<file path="config.mk">
export PLATFORM = sky130hd
export DESIGN_NAME = ubfl_core
export DESIGN_NICKNAME = d
export VERILOG_FILES = /design/src/logic/ubfl_pkg.sv /design/src/logic/ubfl_core.sv /design/src/logic/ubfl_rx_fifo.sv /design/src/logic/ubfl_tx_shift.sv
export SDC_FILE = /design/constraint.sdc
export NUM_CORES = 1
export LEC_CHECK = 0
export BUFFER_PORTS_ARGS = -buffer_cell sky130_fd_sc_hd__buf_2
export CAP_MARGIN = 15
export CORE_MARGIN = 2
export CORE_UTILIZATION = 27
export DETAILED_ROUTE_END_ITERATION = 7
export PLACE_DENSITY = 0.47
export SKIP_LAST_GASP = 1
export SLEW_MARGIN = 25
export SYNTH_ARGS = -nofsm -noshare
export SYNTH_HDL_FRONTEND = slang
export SYNTH_SLANG_ARGS = --single-unit
</file>
<file path="constraint.sdc">
create_clock -name CLK_IN -period 2.9 [get_ports CLK_IN]
set_clock_uncertainty 0.05 [all_clocks]
set_input_delay 0.725 -clock CLK_IN [delete_from_list [all_inputs] [get_ports CLK_IN]]
set_output_delay 0.725 -clock CLK_IN [all_outputs]
set_load 0.05 [all_outputs]
</file>
<file path="src/logic/ubfl_pkg.sv">
// Shared constants, types and helper functions for the serial buffer and flag block.
package ubfl_pkg;
   localparam int unsigned CLK_HZ = 50_000_000;
   localparam int unsigned ADDR_W = 3;
   localparam logic [2:0] OFS_DATA = 3'h0;
   localparam logic [2:0] OFS_CSA = 3'h1;
   localparam logic [2:0] OFS_CSB = 3'h2;
   localparam logic [2:0] OFS_FMT = 3'h3;
   localparam logic [2:0] OFS_BAUD = 3'h4;
   // Bit positions in ctrl_status_a.
   localparam int unsigned A_RXC = 7;
   localparam int unsigned A_TXC = 6;
   localparam int unsigned A_UDRE = 5;
   localparam int unsigned A_FE = 4;
   localparam int unsigned A_DOR = 3;
   localparam int unsigned A_PE = 2;
   // Bit positions in ctrl_status_b.
   localparam int unsigned B_RXCIE = 7;
   localparam int unsigned B_TXCIE = 6;
   localparam int unsigned B_UDRIE = 5;
   localparam int unsigned B_RXEN = 4;
   localparam int unsigned B_TXON = 3;
   localparam int unsigned B_SZ2 = 2;
   localparam int unsigned B_RXB8 = 1;
   localparam int unsigned B_TX9 = 0;
   // Bit positions in the frame format register.
   localparam int unsigned F_SYNC = 6;
   localparam int unsigned F_PEN = 5;
   localparam int unsigned F_PODD = 4;
   localparam int unsigned F_STOP2 = 3;
   localparam int unsigned F_SZ1 = 2;
   localparam int unsigned F_SZ0 = 1;
   localparam logic [7:0] CSB_RESET = 8'h00;
   localparam logic [7:0] FMT_RESET = 8'h06;
   localparam logic [7:0] BAUD_RESET = 8'h00;
   localparam logic [2:0] SIZE_NINE = 3'h7;
   localparam logic [3:0] OS_LAST = 4'hf;
   localparam logic [3:0] OS_MID = 4'h7;
   localparam int unsigned FIFO_DEPTH = 2;

   typedef struct packed {
      logic [2:0] char_size;
      logic parity_en;
      logic parity_odd;
      logic two_stop;
   } ubfl_fmt_t;

   typedef struct packed {
      logic [8:0] data;
      logic frame_err;
      logic overrun;
      logic parity_err;
   } ubfl_entry_t;

   function automatic logic [3:0] ubfl_nbits(input logic [2:0] size);
      ubfl_nbits = (size == SIZE_NINE) ? 4'h9 : {2'h0, size[1:0]} + 4'h5;
   endfunction

   function automatic logic [8:0] ubfl_mask(input logic [2:0] size);
      ubfl_mask = 9'h1ff >> (4'h9 - ubfl_nbits(size));
   endfunction

   function automatic logic ubfl_parity(input logic [8:0] d, input logic [2:0] size,
                                        input logic odd);
      ubfl_parity = (^(d & ubfl_mask(size))) ^ odd;
   endfunction
endpackage

</file>
<file path="src/logic/ubfl_core.sv">
// Serial transceiver buffers, flags and interrupt requests behind a register port.
//
// Summary of operation
// - Buffer-empty flag is high while the transmit buffer holds nothing.
// - Buffer-empty request stays high while flag and its enable are set.
// - Writing the data register clears the buffer-empty flag.
// - Transmit-complete sets when the frame is out and no data waits.
// - Transmit-complete clears on interrupt service or on writing one.
// - Transmit-complete request rises a cycle after the flag when its enable is set.
// - With parity enabled, parity goes after data and before the stop bit.
// - Clearing transmit enable waits until shifter and buffer are empty.
// - Once really disabled, the transmit pin override is released.
// - Setting receive enable enables the receiver and takes the input pin.
// - Synchronous reception samples on the external transfer clock.
// - Bits after start shift in up to the first stop; second ignored.
// - After the first stop bit the frame moves into the receive buffer.
// - Unused high bits of short characters read as zero.
// - Ninth bit and error bits travel with each FIFO entry; data read pops.
// - Receive-complete is one, a cycle late, while unread data are buffered, and drops for the cycle after each data read.
// - Receive enable low flushes the buffer so receive-complete reads zero.
// - Receive-complete request stays high while flag and enable are set.
// - The shifter loads when idle or right after the previous last stop bit.
// - Parity is the xor of the data bits, inverted for odd.
// - Two-entry buffer; overrun when full, shifter holding, and new start.
`timescale 1ns/1ps
`default_nettype none
module ubfl_core
   import ubfl_pkg::*;
(
   input wire logic CLK_IN, // 50 MHz system clock.
   input wire logic RST_N_IN, // Synchronous reset, active low.
   input wire logic [ubfl_pkg::ADDR_W-1:0] ADDR_IN, // Register address.
   input wire logic [7:0] WR_DATA_IN, // Write data.
   input wire logic WR_EN_IN, // Write strobe.
   input wire logic RD_EN_IN, // Read strobe.
   input wire logic SERIAL_IN_PIN_IN, // Receive data pin.
   input wire logic EXT_XFER_CLK_PIN_IN, // External transfer clock pin.
   input wire logic TX_COMPLETE_ACK_IN, // Transmit-complete interrupt serviced.
   output logic [7:0] RD_DATA_OUT, // Read data, one cycle after the strobe.
   output logic SERIAL_OUT_PIN_OUT, // Transmit data level.
   output logic SERIAL_OUT_OE_OUT, // Transmit pin override active.
   output logic RX_PIN_OVERRIDE_OUT, // Receive pin taken by the receiver.
   output logic TX_BUF_EMPTY_IRQ_OUT, // Buffer-empty interrupt request.
   output logic TX_COMPLETE_IRQ_OUT, // Transmit-complete interrupt request.
   output logic RX_COMPLETE_IRQ_OUT // Receive-complete interrupt request.
);
   typedef enum logic [3:0] {
      RX_IDLE = 4'h1,
      RX_START = 4'h2,
      RX_DATA = 4'h4,
      RX_STOP = 4'h8
   } ubfl_rx_state_t;

   logic [7:0] ctrl_status_b;
   logic [7:0] fmt_reg;
   logic [7:0] baud_reg;
   ubfl_fmt_t fmt;
   logic sync_mode;
   logic rx_enable;
   logic tx_enable;

   logic wr_data;
   logic wr_csa;
   logic rd_data;

   logic [7:0] baud_cnt;
   logic tick16;
   logic [3:0] tx_os;
   logic tx_bit_en;

   logic [2:0] xck_sync;
   logic [1:0] rxd_sync;
   logic rxd;
   logic xck_rise;
   logic xck_fall;

   logic [8:0] tx_buf;
   logic tx_buf_full;
   logic tx_busy;
   logic tx_done;
   logic tx_load;
   logic tx_active;
   logic tx_line;
   logic tx_complete_flag;

   ubfl_rx_state_t rx_state;
   logic [3:0] rx_os;
   logic [3:0] rx_idx;
   logic [9:0] rx_sh;
   logic rx_sample;
   logic rx_frame_done;
   ubfl_entry_t rx_frame;
   ubfl_entry_t rx_hold;
   logic rx_hold_valid;
   logic overrun_pend;
   logic rx_start_seen;

   logic fifo_full;
   logic fifo_push;
   ubfl_entry_t fifo_push_data;
   ubfl_entry_t fifo_head;
   logic rx_complete_flag;

   logic [7:0] csa_view;
   logic [7:0] csb_view;

   assign fmt.char_size = {ctrl_status_b[B_SZ2], fmt_reg[F_SZ1], fmt_reg[F_SZ0]};
   assign fmt.parity_en = fmt_reg[F_PEN];
   assign fmt.parity_odd = fmt_reg[F_PODD];
   assign fmt.two_stop = fmt_reg[F_STOP2];
   assign sync_mode = fmt_reg[F_SYNC];
   assign rx_enable = ctrl_status_b[B_RXEN];
   assign tx_enable = ctrl_status_b[B_TXON];

   assign wr_data = WR_EN_IN && (ADDR_IN == OFS_DATA);
   assign wr_csa = WR_EN_IN && (ADDR_IN == OFS_CSA);
   assign rd_data = RD_EN_IN && (ADDR_IN == OFS_DATA);

   // Control registers; the receive ninth bit is read-only.
   always_ff @(posedge CLK_IN) begin
      if (!RST_N_IN) begin
         ctrl_status_b <= CSB_RESET;
         fmt_reg <= FMT_RESET;
         baud_reg <= BAUD_RESET;
      end else if (WR_EN_IN) begin
         case (ADDR_IN)
            OFS_CSB: begin
               ctrl_status_b <= WR_DATA_IN & ~(8'h01 << B_RXB8);
            end
            OFS_FMT: begin
               fmt_reg <= WR_DATA_IN;
            end
            OFS_BAUD: begin
               baud_reg <= WR_DATA_IN;
            end
            default: begin
            end
         endcase
      end
   end

   // Baud divider gives sixteen ticks per bit time.
   always_ff @(posedge CLK_IN) begin
      if (!RST_N_IN) begin
         baud_cnt <= 8'h00;
         tick16 <= 1'b0;
         tx_os <= 4'h0;
      end else begin
         tick16 <= (baud_cnt == baud_reg);
         baud_cnt <= (baud_cnt == baud_reg) ? 8'h00 : baud_cnt + 8'h01;
         // A load restarts the bit phase so the start bit lasts a full bit time.
         if (tx_load) begin
            tx_os <= 4'h0;
         end else if (tick16) begin
            tx_os <= tx_os + 4'h1;
         end
      end
   end

   // Pins from outside pass two flip-flops; edges use the second and third.
   always_ff @(posedge CLK_IN) begin
      if (!RST_N_IN) begin
         xck_sync <= 3'h0;
         rxd_sync <= 2'h3;
      end else begin
         xck_sync <= {xck_sync[1:0], EXT_XFER_CLK_PIN_IN};
         rxd_sync <= {rxd_sync[0], SERIAL_IN_PIN_IN};
      end
   end

   assign rxd = rxd_sync[1];
   assign xck_rise = xck_sync[1] && !xck_sync[2];
   assign xck_fall = !xck_sync[1] && xck_sync[2];
   assign tx_bit_en = sync_mode ? xck_fall : (tick16 && (tx_os == OS_LAST));

   // Disable takes effect only when shifter and buffer are empty.
   assign tx_active = tx_enable || tx_busy || tx_buf_full;
   // Load when idle or in the cycle the last stop bit ends.
   assign tx_load = tx_buf_full && tx_active && (!tx_busy || tx_done);

   // Buffer state, empty flag is its inverse.
   always_ff @(posedge CLK_IN) begin
      if (!RST_N_IN) begin
         tx_buf <= 9'h000;
         tx_buf_full <= 1'b0;
      end else if (wr_data) begin
         tx_buf <= {ctrl_status_b[B_TX9], WR_DATA_IN};
         tx_buf_full <= 1'b1;
      end else if (tx_load) begin
         tx_buf_full <= 1'b0;
      end
   end

   ubfl_tx_shift u_tx (
      .clk_in(CLK_IN),
      .rst_n_in(RST_N_IN),
      .load_in(tx_load),
      .data_in(tx_buf),
      .fmt_in(fmt),
      .bit_en_in(tx_bit_en),
      .line_out(tx_line),
      .busy_out(tx_busy),
      .done_out(tx_done)
   );

   assign SERIAL_OUT_PIN_OUT = tx_line;

   // Pin override follows the effective enable.
   always_ff @(posedge CLK_IN) begin
      if (!RST_N_IN) begin
         SERIAL_OUT_OE_OUT <= 1'b0;
      end else begin
         SERIAL_OUT_OE_OUT <= tx_active;
      end
   end

   // Transmit-complete: a set in the same cycle as a clear wins.
   always_ff @(posedge CLK_IN) begin
      if (!RST_N_IN) begin
         tx_complete_flag <= 1'b0;
      end else if (tx_done && !tx_buf_full) begin
         // Set when frame out and buffer empty.
         tx_complete_flag <= 1'b1;
      end else if (TX_COMPLETE_ACK_IN || (wr_csa && WR_DATA_IN[A_TXC])) begin
         // Clear on service or write one.
         tx_complete_flag <= 1'b0;
      end
   end

   // Receiver samples: mid-bit in async mode, rising transfer clock in sync.
   // Sync mode uses external clock.
   assign rx_sample = sync_mode ? xck_rise : (tick16 && (rx_os == OS_LAST));

   always_ff @(posedge CLK_IN) begin
      rx_start_seen <= 1'b0;
      rx_frame_done <= 1'b0;
      if (!RST_N_IN || !rx_enable) begin
         rx_state <= RX_IDLE;
         rx_os <= 4'h0;
         rx_idx <= 4'h0;
         rx_sh <= 10'h000;
         rx_start_seen <= 1'b0;
         rx_frame_done <= 1'b0;
      end else begin
         if (tick16) begin
            rx_os <= rx_os + 4'h1;
         end
         case (rx_state)
            RX_IDLE: begin
               rx_idx <= 4'h0;
               if (sync_mode ? (xck_rise && !rxd) : !rxd) begin
                  rx_state <= sync_mode ? RX_DATA : RX_START;
                  rx_start_seen <= sync_mode;
                  rx_os <= 4'h0;
               end
            end
            RX_START: begin
               if (tick16 && (rx_os == OS_MID)) begin
                  rx_state <= rxd ? RX_IDLE : RX_DATA;
                  rx_start_seen <= !rxd;
                  rx_os <= 4'h0;
               end
            end
            RX_DATA: begin
               if (rx_sample) begin
                  rx_sh[rx_idx] <= rxd;
                  rx_idx <= rx_idx + 4'h1;
                  if (rx_idx == ubfl_nbits(fmt.char_size) + {3'h0, fmt.parity_en} - 4'h1) begin
                     rx_state <= RX_STOP;
                  end
               end
            end
            RX_STOP: begin
               // Only the first stop bit is sampled.
               if (rx_sample) begin
                  rx_frame_done <= 1'b1;
                  rx_state <= RX_IDLE;
               end
            end
            default: begin
               rx_state <= RX_IDLE;
            end
         endcase
      end
   end

   always_ff @(posedge CLK_IN) begin
      if (rx_state == RX_STOP) begin
         rx_frame.overrun <= overrun_pend;
         if (rx_sample) begin
            rx_frame.frame_err <= !rxd;
         end
         rx_frame.data <= rx_sh[8:0] & ubfl_mask(fmt.char_size);
         rx_frame.parity_err <= fmt.parity_en &&
            (ubfl_parity(rx_sh[8:0], fmt.char_size, fmt.parity_odd) !=
             rx_sh[ubfl_nbits(fmt.char_size)]);
      end
   end

   // A frame that meets a full buffer waits in the shifter as rx_hold.
   always_ff @(posedge CLK_IN) begin
      if (!RST_N_IN || !rx_enable) begin
         rx_hold <= '0;
         rx_hold_valid <= 1'b0;
         overrun_pend <= 1'b0;
      end else begin
         if (rx_start_seen && rx_hold_valid && fifo_full) begin
            // Waiting frame lost on new start.
            overrun_pend <= 1'b1;
            rx_hold_valid <= 1'b0;
         end else if (rx_frame_done && fifo_full) begin
            rx_hold <= rx_frame;
            rx_hold_valid <= 1'b1;
         end else if (rx_hold_valid && !fifo_full) begin
            rx_hold_valid <= 1'b0;
         end
         if (fifo_push) begin
            overrun_pend <= 1'b0;
         end
      end
   end

   // Complete frame moves into the buffer.
   assign fifo_push = (rx_hold_valid && !fifo_full) || (rx_frame_done && !fifo_full);
   assign fifo_push_data = rx_hold_valid ? rx_hold : rx_frame;

   ubfl_rx_fifo u_rx_fifo (
      .clk_in(CLK_IN),
      .rst_n_in(RST_N_IN),
      .flush_in(!rx_enable),
      .push_in(fifo_push),
      .push_data_in(fifo_push_data),
      .pop_in(rd_data && rx_complete_flag),
      .full_out(fifo_full),
      .head_out(fifo_head),
      .valid_out(rx_complete_flag)
   );

   always_comb begin
      csa_view = 8'h00;
      csa_view[A_RXC] = rx_complete_flag;
      csa_view[A_TXC] = tx_complete_flag;
      csa_view[A_UDRE] = !tx_buf_full;
      csa_view[A_FE] = fifo_head.frame_err && rx_complete_flag;
      csa_view[A_DOR] = fifo_head.overrun && rx_complete_flag;
      csa_view[A_PE] = fifo_head.parity_err && rx_complete_flag;
      csb_view = ctrl_status_b;
      csb_view[B_RXB8] = fifo_head.data[8] && rx_complete_flag;
   end

   // Read data stand in the cycle after the strobe and read zero otherwise.
   always_ff @(posedge CLK_IN) begin
      if (!RST_N_IN || !RD_EN_IN) begin
         RD_DATA_OUT <= 8'h00;
      end else begin
         case (ADDR_IN)
            OFS_DATA: begin
               RD_DATA_OUT <= rx_complete_flag ? fifo_head.data[7:0] : 8'h00;
            end
            OFS_CSA: begin
               RD_DATA_OUT <= csa_view;
            end
            OFS_CSB: begin
               RD_DATA_OUT <= csb_view;
            end
            OFS_FMT: begin
               RD_DATA_OUT <= fmt_reg;
            end
            OFS_BAUD: begin
               RD_DATA_OUT <= baud_reg;
            end
            default: begin
               RD_DATA_OUT <= 8'h00;
            end
         endcase
      end
   end

   always_ff @(posedge CLK_IN) begin
      if (!RST_N_IN) begin
         TX_BUF_EMPTY_IRQ_OUT <= 1'b0;
         TX_COMPLETE_IRQ_OUT <= 1'b0;
         RX_COMPLETE_IRQ_OUT <= 1'b0;
         RX_PIN_OVERRIDE_OUT <= 1'b0;
      end else begin
         TX_BUF_EMPTY_IRQ_OUT <= !tx_buf_full && ctrl_status_b[B_UDRIE];
         TX_COMPLETE_IRQ_OUT <= tx_complete_flag && ctrl_status_b[B_TXCIE];
         RX_COMPLETE_IRQ_OUT <= rx_complete_flag && ctrl_status_b[B_RXCIE];
         RX_PIN_OVERRIDE_OUT <= rx_enable;
      end
   end
endmodule
`default_nettype wire

</file>
<file path="src/logic/ubfl_rx_fifo.sv">
// Two-entry receive FIFO holding each character with its status bits.
`timescale 1ns/1ps
`default_nettype none
module ubfl_rx_fifo
   import ubfl_pkg::*;
(
   input wire logic clk_in, // System clock.
   input wire logic rst_n_in, // Synchronous reset, active low.
   input wire logic flush_in, // Empties the FIFO.
   input wire logic push_in, // Writes one entry.
   input wire ubfl_pkg::ubfl_entry_t push_data_in, // Entry to write.
   input wire logic pop_in, // Drops the oldest entry.
   output logic full_out, // No room left.
   output ubfl_pkg::ubfl_entry_t head_out, // Oldest entry, registered.
   output logic valid_out // Head holds unread data, registered.
);
   ubfl_entry_t mem [FIFO_DEPTH];
   logic wr_ptr;
   logic rd_ptr;
   logic [1:0] count;
   logic do_push;
   logic do_pop;

   assign do_push = push_in && (count != 2'h2);
   assign do_pop = pop_in && (count != 2'h0);
   assign full_out = (count == 2'h2);

   always_ff @(posedge clk_in) begin
      if (do_push) begin
         mem[wr_ptr] <= push_data_in;
      end
   end

   always_ff @(posedge clk_in) begin
      if (!rst_n_in || flush_in) begin
         wr_ptr <= 1'b0;
         rd_ptr <= 1'b0;
         count <= 2'h0;
      end else begin
         if (do_push) begin
            wr_ptr <= ~wr_ptr;
         end
         if (do_pop) begin
            rd_ptr <= ~rd_ptr;
         end
         count <= count + {1'b0, do_push} - {1'b0, do_pop};
      end
   end

   // Head and valid come from the same cycle's state so they always agree.
   always_ff @(posedge clk_in) begin
      if (!rst_n_in || flush_in) begin
         head_out <= '0;
         valid_out <= 1'b0;
      end else begin
         head_out <= mem[rd_ptr];
         valid_out <= (count != 2'h0) && !do_pop;
      end
   end
endmodule
`default_nettype wire

</file>
<file path="src/logic/ubfl_tx_shift.sv">
// Transmit shift register that sends one whole frame per load.
`timescale 1ns/1ps
`default_nettype none
module ubfl_tx_shift
   import ubfl_pkg::*;
(
   input wire logic clk_in, // System clock.
   input wire logic rst_n_in, // Synchronous reset, active low.
   input wire logic load_in, // Takes a new character.
   input wire logic [8:0] data_in, // Character with ninth bit.
   input wire ubfl_pkg::ubfl_fmt_t fmt_in, // Frame format.
   input wire logic bit_en_in, // One pulse per bit time.
   output logic line_out, // Serial line level.
   output logic busy_out, // Frame in progress.
   output logic done_out // Pulse after the last stop bit.
);
   logic [11:0] frame;
   logic [11:0] shreg;
   logic [3:0] left;
   logic [3:0] nb;
   logic par;

   // Data bits, then parity, then stop bits, all after the start bit.
   always_comb begin
      nb = ubfl_nbits(fmt_in.char_size);
      par = ubfl_parity(data_in, fmt_in.char_size, fmt_in.parity_odd);
      frame = 12'hfff;
      for (int i = 0; i < 9; i++) begin
         if (4'(i) < nb) begin
            frame[i] = data_in[i];
         end
      end
      if (fmt_in.parity_en) begin
         frame[nb] = par;
      end
   end

   always_ff @(posedge clk_in) begin
      if (!rst_n_in) begin
         shreg <= 12'hfff;
         left <= 4'h0;
         busy_out <= 1'b0;
         done_out <= 1'b0;
         line_out <= 1'b1;
      end else begin
         done_out <= 1'b0;
         if (load_in) begin
            shreg <= frame;
            left <= nb + {3'h0, fmt_in.parity_en} + {3'h0, fmt_in.two_stop} + 4'h1;
            busy_out <= 1'b1;
            line_out <= 1'b0;
         end else if (busy_out && bit_en_in) begin
            if (left == 4'h0) begin
               busy_out <= 1'b0;
               done_out <= 1'b1;
               line_out <= 1'b1;
            end else begin
               line_out <= shreg[0];
               shreg <= {1'b1, shreg[11:1]};
               left <= left - 4'h1;
            end
         end
      end
   end
endmodule
`default_nettype wire

</file>
Word-level counts from Yosys, hierarchy flattened
Memories as Yosys holds them, arrays and structs flattened. A register that Yosys moved wholly into a read port is not among the register bits. Index checks and enable logic that the tools add are counted.

Bits of input ports: 18. Logic and storage cells: 244. Output and inout port bits: 14. Memories: 1. Bits in latches: 0. Register bits after elaboration: 139. Memory bits (writable): 24. Bits in read-only memories: 0.

Reductions and logical operators: 77. Order comparisons: 13. Bitwise gates (word level): 10. Div/mod/pow operators: 0. Shift operators: 1. Eq/ne operators: 23. Muxes and demuxes: 64. $add $sub $neg: 13. Multipliers: 0.

Memory list: u_rx_fifo.mem (words 2, bits a word 12, read ports 1, clocked after Yosys merged registers in 1, wr ports 1, RTL line ubfl_rx_fifo.sv:17) `ubfl_entry_t mem [FIFO_DEPTH];`.

Operators with widths (count): 12-bit two-way mux (5); 4-bit two-way mux (13); 8-bit one-hot mux with 5 select lines (1); 1-bit logical AND (33); 1-bit two-way mux (33); 9-bit AND (2); 2-bit AND reduction (9); 9-bit XOR reduction (2); 4-bit by 1-bit adder with 4-bit output (second input constant) (4); 3-bit by 4-bit less-than comparator with 1-bit output (first input constant) (4); 4-bit one-hot mux with 2 select lines (2); 4-bit one-hot mux with 4 select lines (1); 2-bit != test (second input constant) (7); 2-bit nonzero test (7); 12-bit bitwise mux (1); 4-bit equality test (second input constant) (3); 10-bit bitwise mux (1); 1-bit logical NOT (10); 4-bit by 5-bit less-than comparator with 1-bit output (second input constant) (2); 2-bit OR reduction (5); 9-bit by 4-bit >> shifter with 9-bit output (first input constant) (1); 4-bit by 1-bit adder with 4-bit output (2); 8-bit by 1-bit adder with 8-bit output (second input constant) (1); 1-bit demux with 4-bit select (2); other kinds (30) (50).

Logic depth before layout (Yosys ltp)
Depth in word-level cells: 10. Gate-level depth with buffers: 14. Depth with buffers taken out: 14.

By module
From an unflattened synthesis, not the netlist that was laid out.

Cells, all modules: 844. Area, all modules: 8029.0 um^2.

Modules (own cells, without submodules): ubfl_core (cells each 572, area an instance 5201.2 um^2, seq. area each 2422.3 um^2, times used 1); ubfl_tx_shift (cells each 179, area an instance 1431.4 um^2, seq. area each 380.4 um^2, times used 1); ubfl_rx_fifo (cells each 93, area an instance 1396.3 um^2, seq. area each 1061.0 um^2, times used 1).

Least setup slack after synthesis
Ideal clock, no wire load.

Kind: reg-to-reg. Start: reg fmt_reg[1]. End: reg u_tx.shreg[10]. Data arrival time: 2.648 ns. Required time: 2.730 ns. Setup slack: 0.082 ns. Stages on the path, launching flop included: 10. Setup time: 0.120 ns. Clock period less this slack: 2.818 ns. Path buffers: 1. Cell sequence: dfxtp_1 -> inv_1 -> ha_1 -> buf_2 -> or4_1 -> xnor3_1 -> xnor3_2 -> and2_4 -> a41oi_1 -> a211o_2.

Word-level cells in the longest chain between the ends: 10. Elaborated cells on any way between the ends: 16. Classes of those cells: add/sub: 2; order compare: 2; eq/ne: 1; shift: 1; mux: 6; bitwise: 2; reduce/logical: 2.

RTL lines: from (decl) (RTL line ubfl_core.sv:55) `logic [7:0] fmt_reg;`; from (signal assigned) (RTL line ubfl_core.sv:123) `fmt_reg <= FMT_RESET;`; from (signal assigned) (RTL line ubfl_core.sv:131) `fmt_reg <= WR_DATA_IN;`; 2-bit by 3-bit adder with 4-bit output / 3-bit equality test (equally long branches) (RTL line ubfl_pkg.sv:56) `ubfl_nbits = (size == SIZE_NINE) ? 4'h9 : {2'h0, size[1:0]} + 4'h5;`; 4-bit two-way mux * (RTL line ubfl_pkg.sv:56); 4-bit subtractor (RTL line ubfl_pkg.sv:60) `ubfl_mask = 9'h1ff >> (4'h9 - ubfl_nbits(size));`; 9-bit by 4-bit >> shifter with 9-bit output (RTL line ubfl_pkg.sv:60); 9-bit AND (RTL line ubfl_pkg.sv:65) `ubfl_parity = (^(d & ubfl_mask(size))) ^ odd;`; 9-bit XOR reduction (RTL line ubfl_pkg.sv:65); 1-bit XOR (RTL line ubfl_pkg.sv:65); 12-bit bitwise mux * (RTL line ubfl_tx_shift.sv:34) `frame[nb] = par;`; 12-bit two-way mux * (RTL line ubfl_tx_shift.sv:33) `if (fmt_in.parity_en) begin`; 12-bit two-way mux * (RTL line ubfl_tx_shift.sv:47) `if (load_in) begin`; to (signal assigned) (RTL line ubfl_tx_shift.sv:48) `shreg <= frame;`; to (signal assigned) (RTL line ubfl_tx_shift.sv:59) `shreg <= {1'b1, shreg[11:1]};`; to (decl) (RTL line ubfl_tx_shift.sv:18) `logic [11:0] shreg;`.

Mark *: on every way between the ends. The rest lies on a longest branch, timed or not. A chain may end at the register's enable or synchronous reset.

Worst setup path in the final report
Start: reg fmt_reg[1]. End: reg rx_state[3].

Word-level cells in the longest chain between the ends: 7. Elaborated cells on any way between the ends: 8. Classes of those cells: add/sub: 3; eq/ne: 3; mux: 1; reduce/logical: 1.

RTL lines: 2-bit by 3-bit adder with 4-bit output / 3-bit equality test (equally long branches) (RTL line ubfl_pkg.sv:56); 4-bit two-way mux * (RTL line ubfl_pkg.sv:56); 4-bit by 1-bit adder with 4-bit output * (RTL line ubfl_core.sv:268) `if (rx_idx == ubfl_nbits(fmt.char_size) + {3'h0, fmt.parity_en} - 4'h1) begin`; 4-bit by 1-bit subtractor with 4-bit output * (RTL line ubfl_core.sv:268); 4-bit equality test * (RTL line ubfl_core.sv:268); 2-bit != test (no source line) *; 5-bit AND reduction (no source line) *; to (signal assigned) (RTL line ubfl_core.sv:252) `rx_state <= sync_mode ? RX_DATA : RX_START;`; to (signal assigned) (RTL line ubfl_core.sv:259) `rx_state <= rxd ? RX_IDLE : RX_DATA;`; to (decl) (RTL line ubfl_core.sv:86) `ubfl_rx_state_t rx_state;`.

Marked as above.

==> impl_metrics.yaml <==
routing:
  drc: 0
  avgViaCountPerCell: 4.49
  wirelength_um: 18400
  avgRoutedWirePerCell_um: 14.8
  first_iter_violations: 339
  postRouteAntennaNets: 0
  dr.pass1.iters: 5
  vias: 5558
floorplan:
  core_area_um2: 27900
  initial_core_util: 0.275
  die_x_um: 173
  die_h_um: 173
  ios: 32
  die-area_um2: 29800
  rows: 61
pwr:
  seqPwrFrac: 0.492
  switching_share: 0.238
  power_frac_comb: 0.053
  finalPower_uw: 5140
  power_frac_clock: 0.454
  p_per_area_nw_per_um2: 568
  p_leak_uw: 0.00352
  p_int_uw: 3920
  power_switching_uw: 1220
  ir_drop_mv: 0.401
sta:
  layout_setup_ws_ns: 0.0883
  hold_violations: 0
  period_share: 0.970
  final.setup.tns_ns: 0
  min_period_ns: 2.81
  fmax_mhz: 356
  slew_headroom: 0.464
  rsz0062_at_grt: "true"
  tightest_slew_ns: 0.803
  setup_viol: 0
  finalMaxSlewViolations: 0
placed_design:
  io_buffers: 31
  dp_hpwl_um: 13200
  gp_congestion: 0.797
  pre_cts_slack_ns: 0.0258
  place_area_um2: 8370
grt:
  grt-ovfl-total: 0
  grt_antenna_before_repair: 0
  grt_max_degree: 35
  track_usage: 0.126
  grt_pass1_vias: 5515
  grt_pass1_wl_um: 29900
clocking:
  ctsHoldBuffers: 0
  cts_htree_levels: 4
  numCtsBuffers: 17
  clockRootBuffer: "clkbuf_16"
  cts_buffer_depth: 2
  clkSlewWorstSetupHoldPaths_ns: 0.07
  clkLatencyLatePin_ns: 0.43
  clock-sinks: 175
  cts_tree: "done"
synth:
  yosys.area.top_type: "dfxtp_1"
  yosysMostFrequentCell: "dfxtp_1"
  syn_area_per_cell_um2: 9.55
  synth_cell_types: 57
  ys_top_cells_by_area: "dfxtp_1 (36%), edfxtp_1 (14%), mux2i_1 (6.3%)"
  ys.flop_type: "dfxtp_1"
  seq_area_frac_synth: 0.504
  synth_fp_nets: 842
  async_flop_share: 0
  synth-seq-cells: 175
  syn_inst: 803
  synth.top_cells.by_count: "dfxtp_1 (139), nor2_1 (110), nand2_1 (108)"
  ys_warn_count: 0
  synth_top_area_share: 0.363
  synth-edff-count: 36
  synth.cell_area_um2: 7670
critical_path:
  critPathRequiredTime_ns: 3.22
  critical_path_class: "reg -> reg"
  r2r-start: "fmt_reg[1]"
  reg2reg_slack_ns: 0.09
  critPathLaunchType: "flip-flop"
  crit_fanout: 3
  cp.arrival_ns: 3.13
  setup.worst_path.end_class: "flip-flop"
  regToRegEndpoint: "rx_state[3]"
  r2r_cells: 14
final_layout:
  largest_reg_flops: 24
  layout-drive-gt1-share: 0.157
  regMostFlops: "u_rx_fifo.mem"
  nFillCells: 2864
  nNetsFinal: 886
  area_delta_synth_final_pct: 18.1
  fin_area_um2: 9060
  n_antenna_cell: 0
min_path:
  worst_hold_path_type: "reg -> reg"
  hold_path_end: "rxd_sync[1]"
  worstHoldStart: "rxd_sync[0]"
  holdPathStages: 1
run:
  max_cap_viol_count: 0
outcome:
  status: "complete, no violations"
## kinds of logic (layout without fill, tap and decap cells)
| family | after synthesis | after routing | share of synthesized area |
|---|---|---|---|
| and+or+nand+nor | 319 | 319 | 0.186 |
| DFF | 175 | 175 | 0.504 |
| AOI/OAI and AO/OA | 110 | 110 | 0.0895 |
| muxes | 68 | 68 | 0.0939 |
| buffers and inverters | 64 | 121 | 0.0316 |
| xor gates and xnor gates | 46 | 46 | 0.0598 |
| adders and majority gates | 21 | 21 | 0.0352 |
## how the worst max path moves through the flow
stage / from / to / slack [ns] / cells past startpoint
after detailed placement: fmt_reg[1] / rx_state[3] / 0.03 / 14
after CTS: fmt_reg[1] / rx_state[3] / 0.01 / 14
after floorplan: fmt_reg[1] / u_tx.shreg[10] / 0.08 / 9
after global routing: fmt_reg[1] / rx_state[3] / -0.03 / 14
after global placement: fmt_reg[1] / rx_state[3] / 0.06 / 14
final: fmt_reg[1] / rx_state[3] / 0.09 / 14
## what timing repair did
action                                  CTS  global route
gates resized for setup                   0            14
endpoints found under the setup margin    1             5
hold endpoints to repair                  0             0
pin swaps                                 1            11
gates cloned                              0             0
buffers inserted                          0             5
## critical path: stages, from the launching register on
cell,delay (ns)
dfxtp_4,0.36
ha_4,0.17
a21boi_4,0.15
inv_2,0.07
ha_4,0.15
inv_2,0.05
fa_1,0.45
ha_2,0.21
xnor2_2,0.14
nor3_1,0.17
a31oi_1,0.06
o31ai_1,0.30
nand2_1,0.13
o22ai_2,0.13
and3_1,0.16
## metal layers
layer  GRT usage  vias up  wire, um
met5           0        -         0
met4      0.0331        0       189
li1            -     2838         -
met2       0.205       68      8420
met1       0.172     2636      9280
met3      0.0240       16       492
## final cells by class
type,count,area (um^2),share of cell area
Multi-Input combinational cell,564,3610,0.399
Inverter,24,90.1,0.00994
Sequential cell,175,3870,0.427
Clock inverter,11,120,0.0133
Tap cell,378,473,0.0522
Timing Repair Buffer,65,414,0.0457
Clock buffer,21,482,0.0532
## cell usage in the layout (no fill, tap or decap), types with 8 or more instances in the layout
cell type and count:
nand2_1 108, nand2b_1 8, nand3_1 21, a21oi_1 39
and3_1 14, o21ai_0 24, and2_1 9, buf_2 31
edfxtp_1 36, nor2b_1 10, mux2_2 19, xor2_1 21
buf_4 33, ha_1 17, nor2_1 110, mux2i_1 48
dfxtp_1 137, nor3_1 10, clkbuf_16 18, inv_1 22
xnor2_1 20
## power by group through the flow
stage | Clock (uW) | Sequential [uW] | Combinational [uW]
after floorplan | 0 | 2580 | 168
after global placement | 0 | 2590 | 262
after detailed placement | 0 | 2590 | 262
after CTS | 2400 | 2530 | 264
after global routing | 2490 | 2530 | 307
final | 2340 | 2530 | 275
## stage by stage
stage,hold WS [ns],std cells,util
2_1_floorplan,0.336,803,-
3_3_place_gp,0.339,1201,0.300
3_5_place_dp,0.347,1201,0.300
4_1_cts,0.364,1233,0.322
5_1_grt,0.408,1238,0.325
6_report,0.361,1238,0.325
No activity file was read; power rests on OpenSTA's default activity.
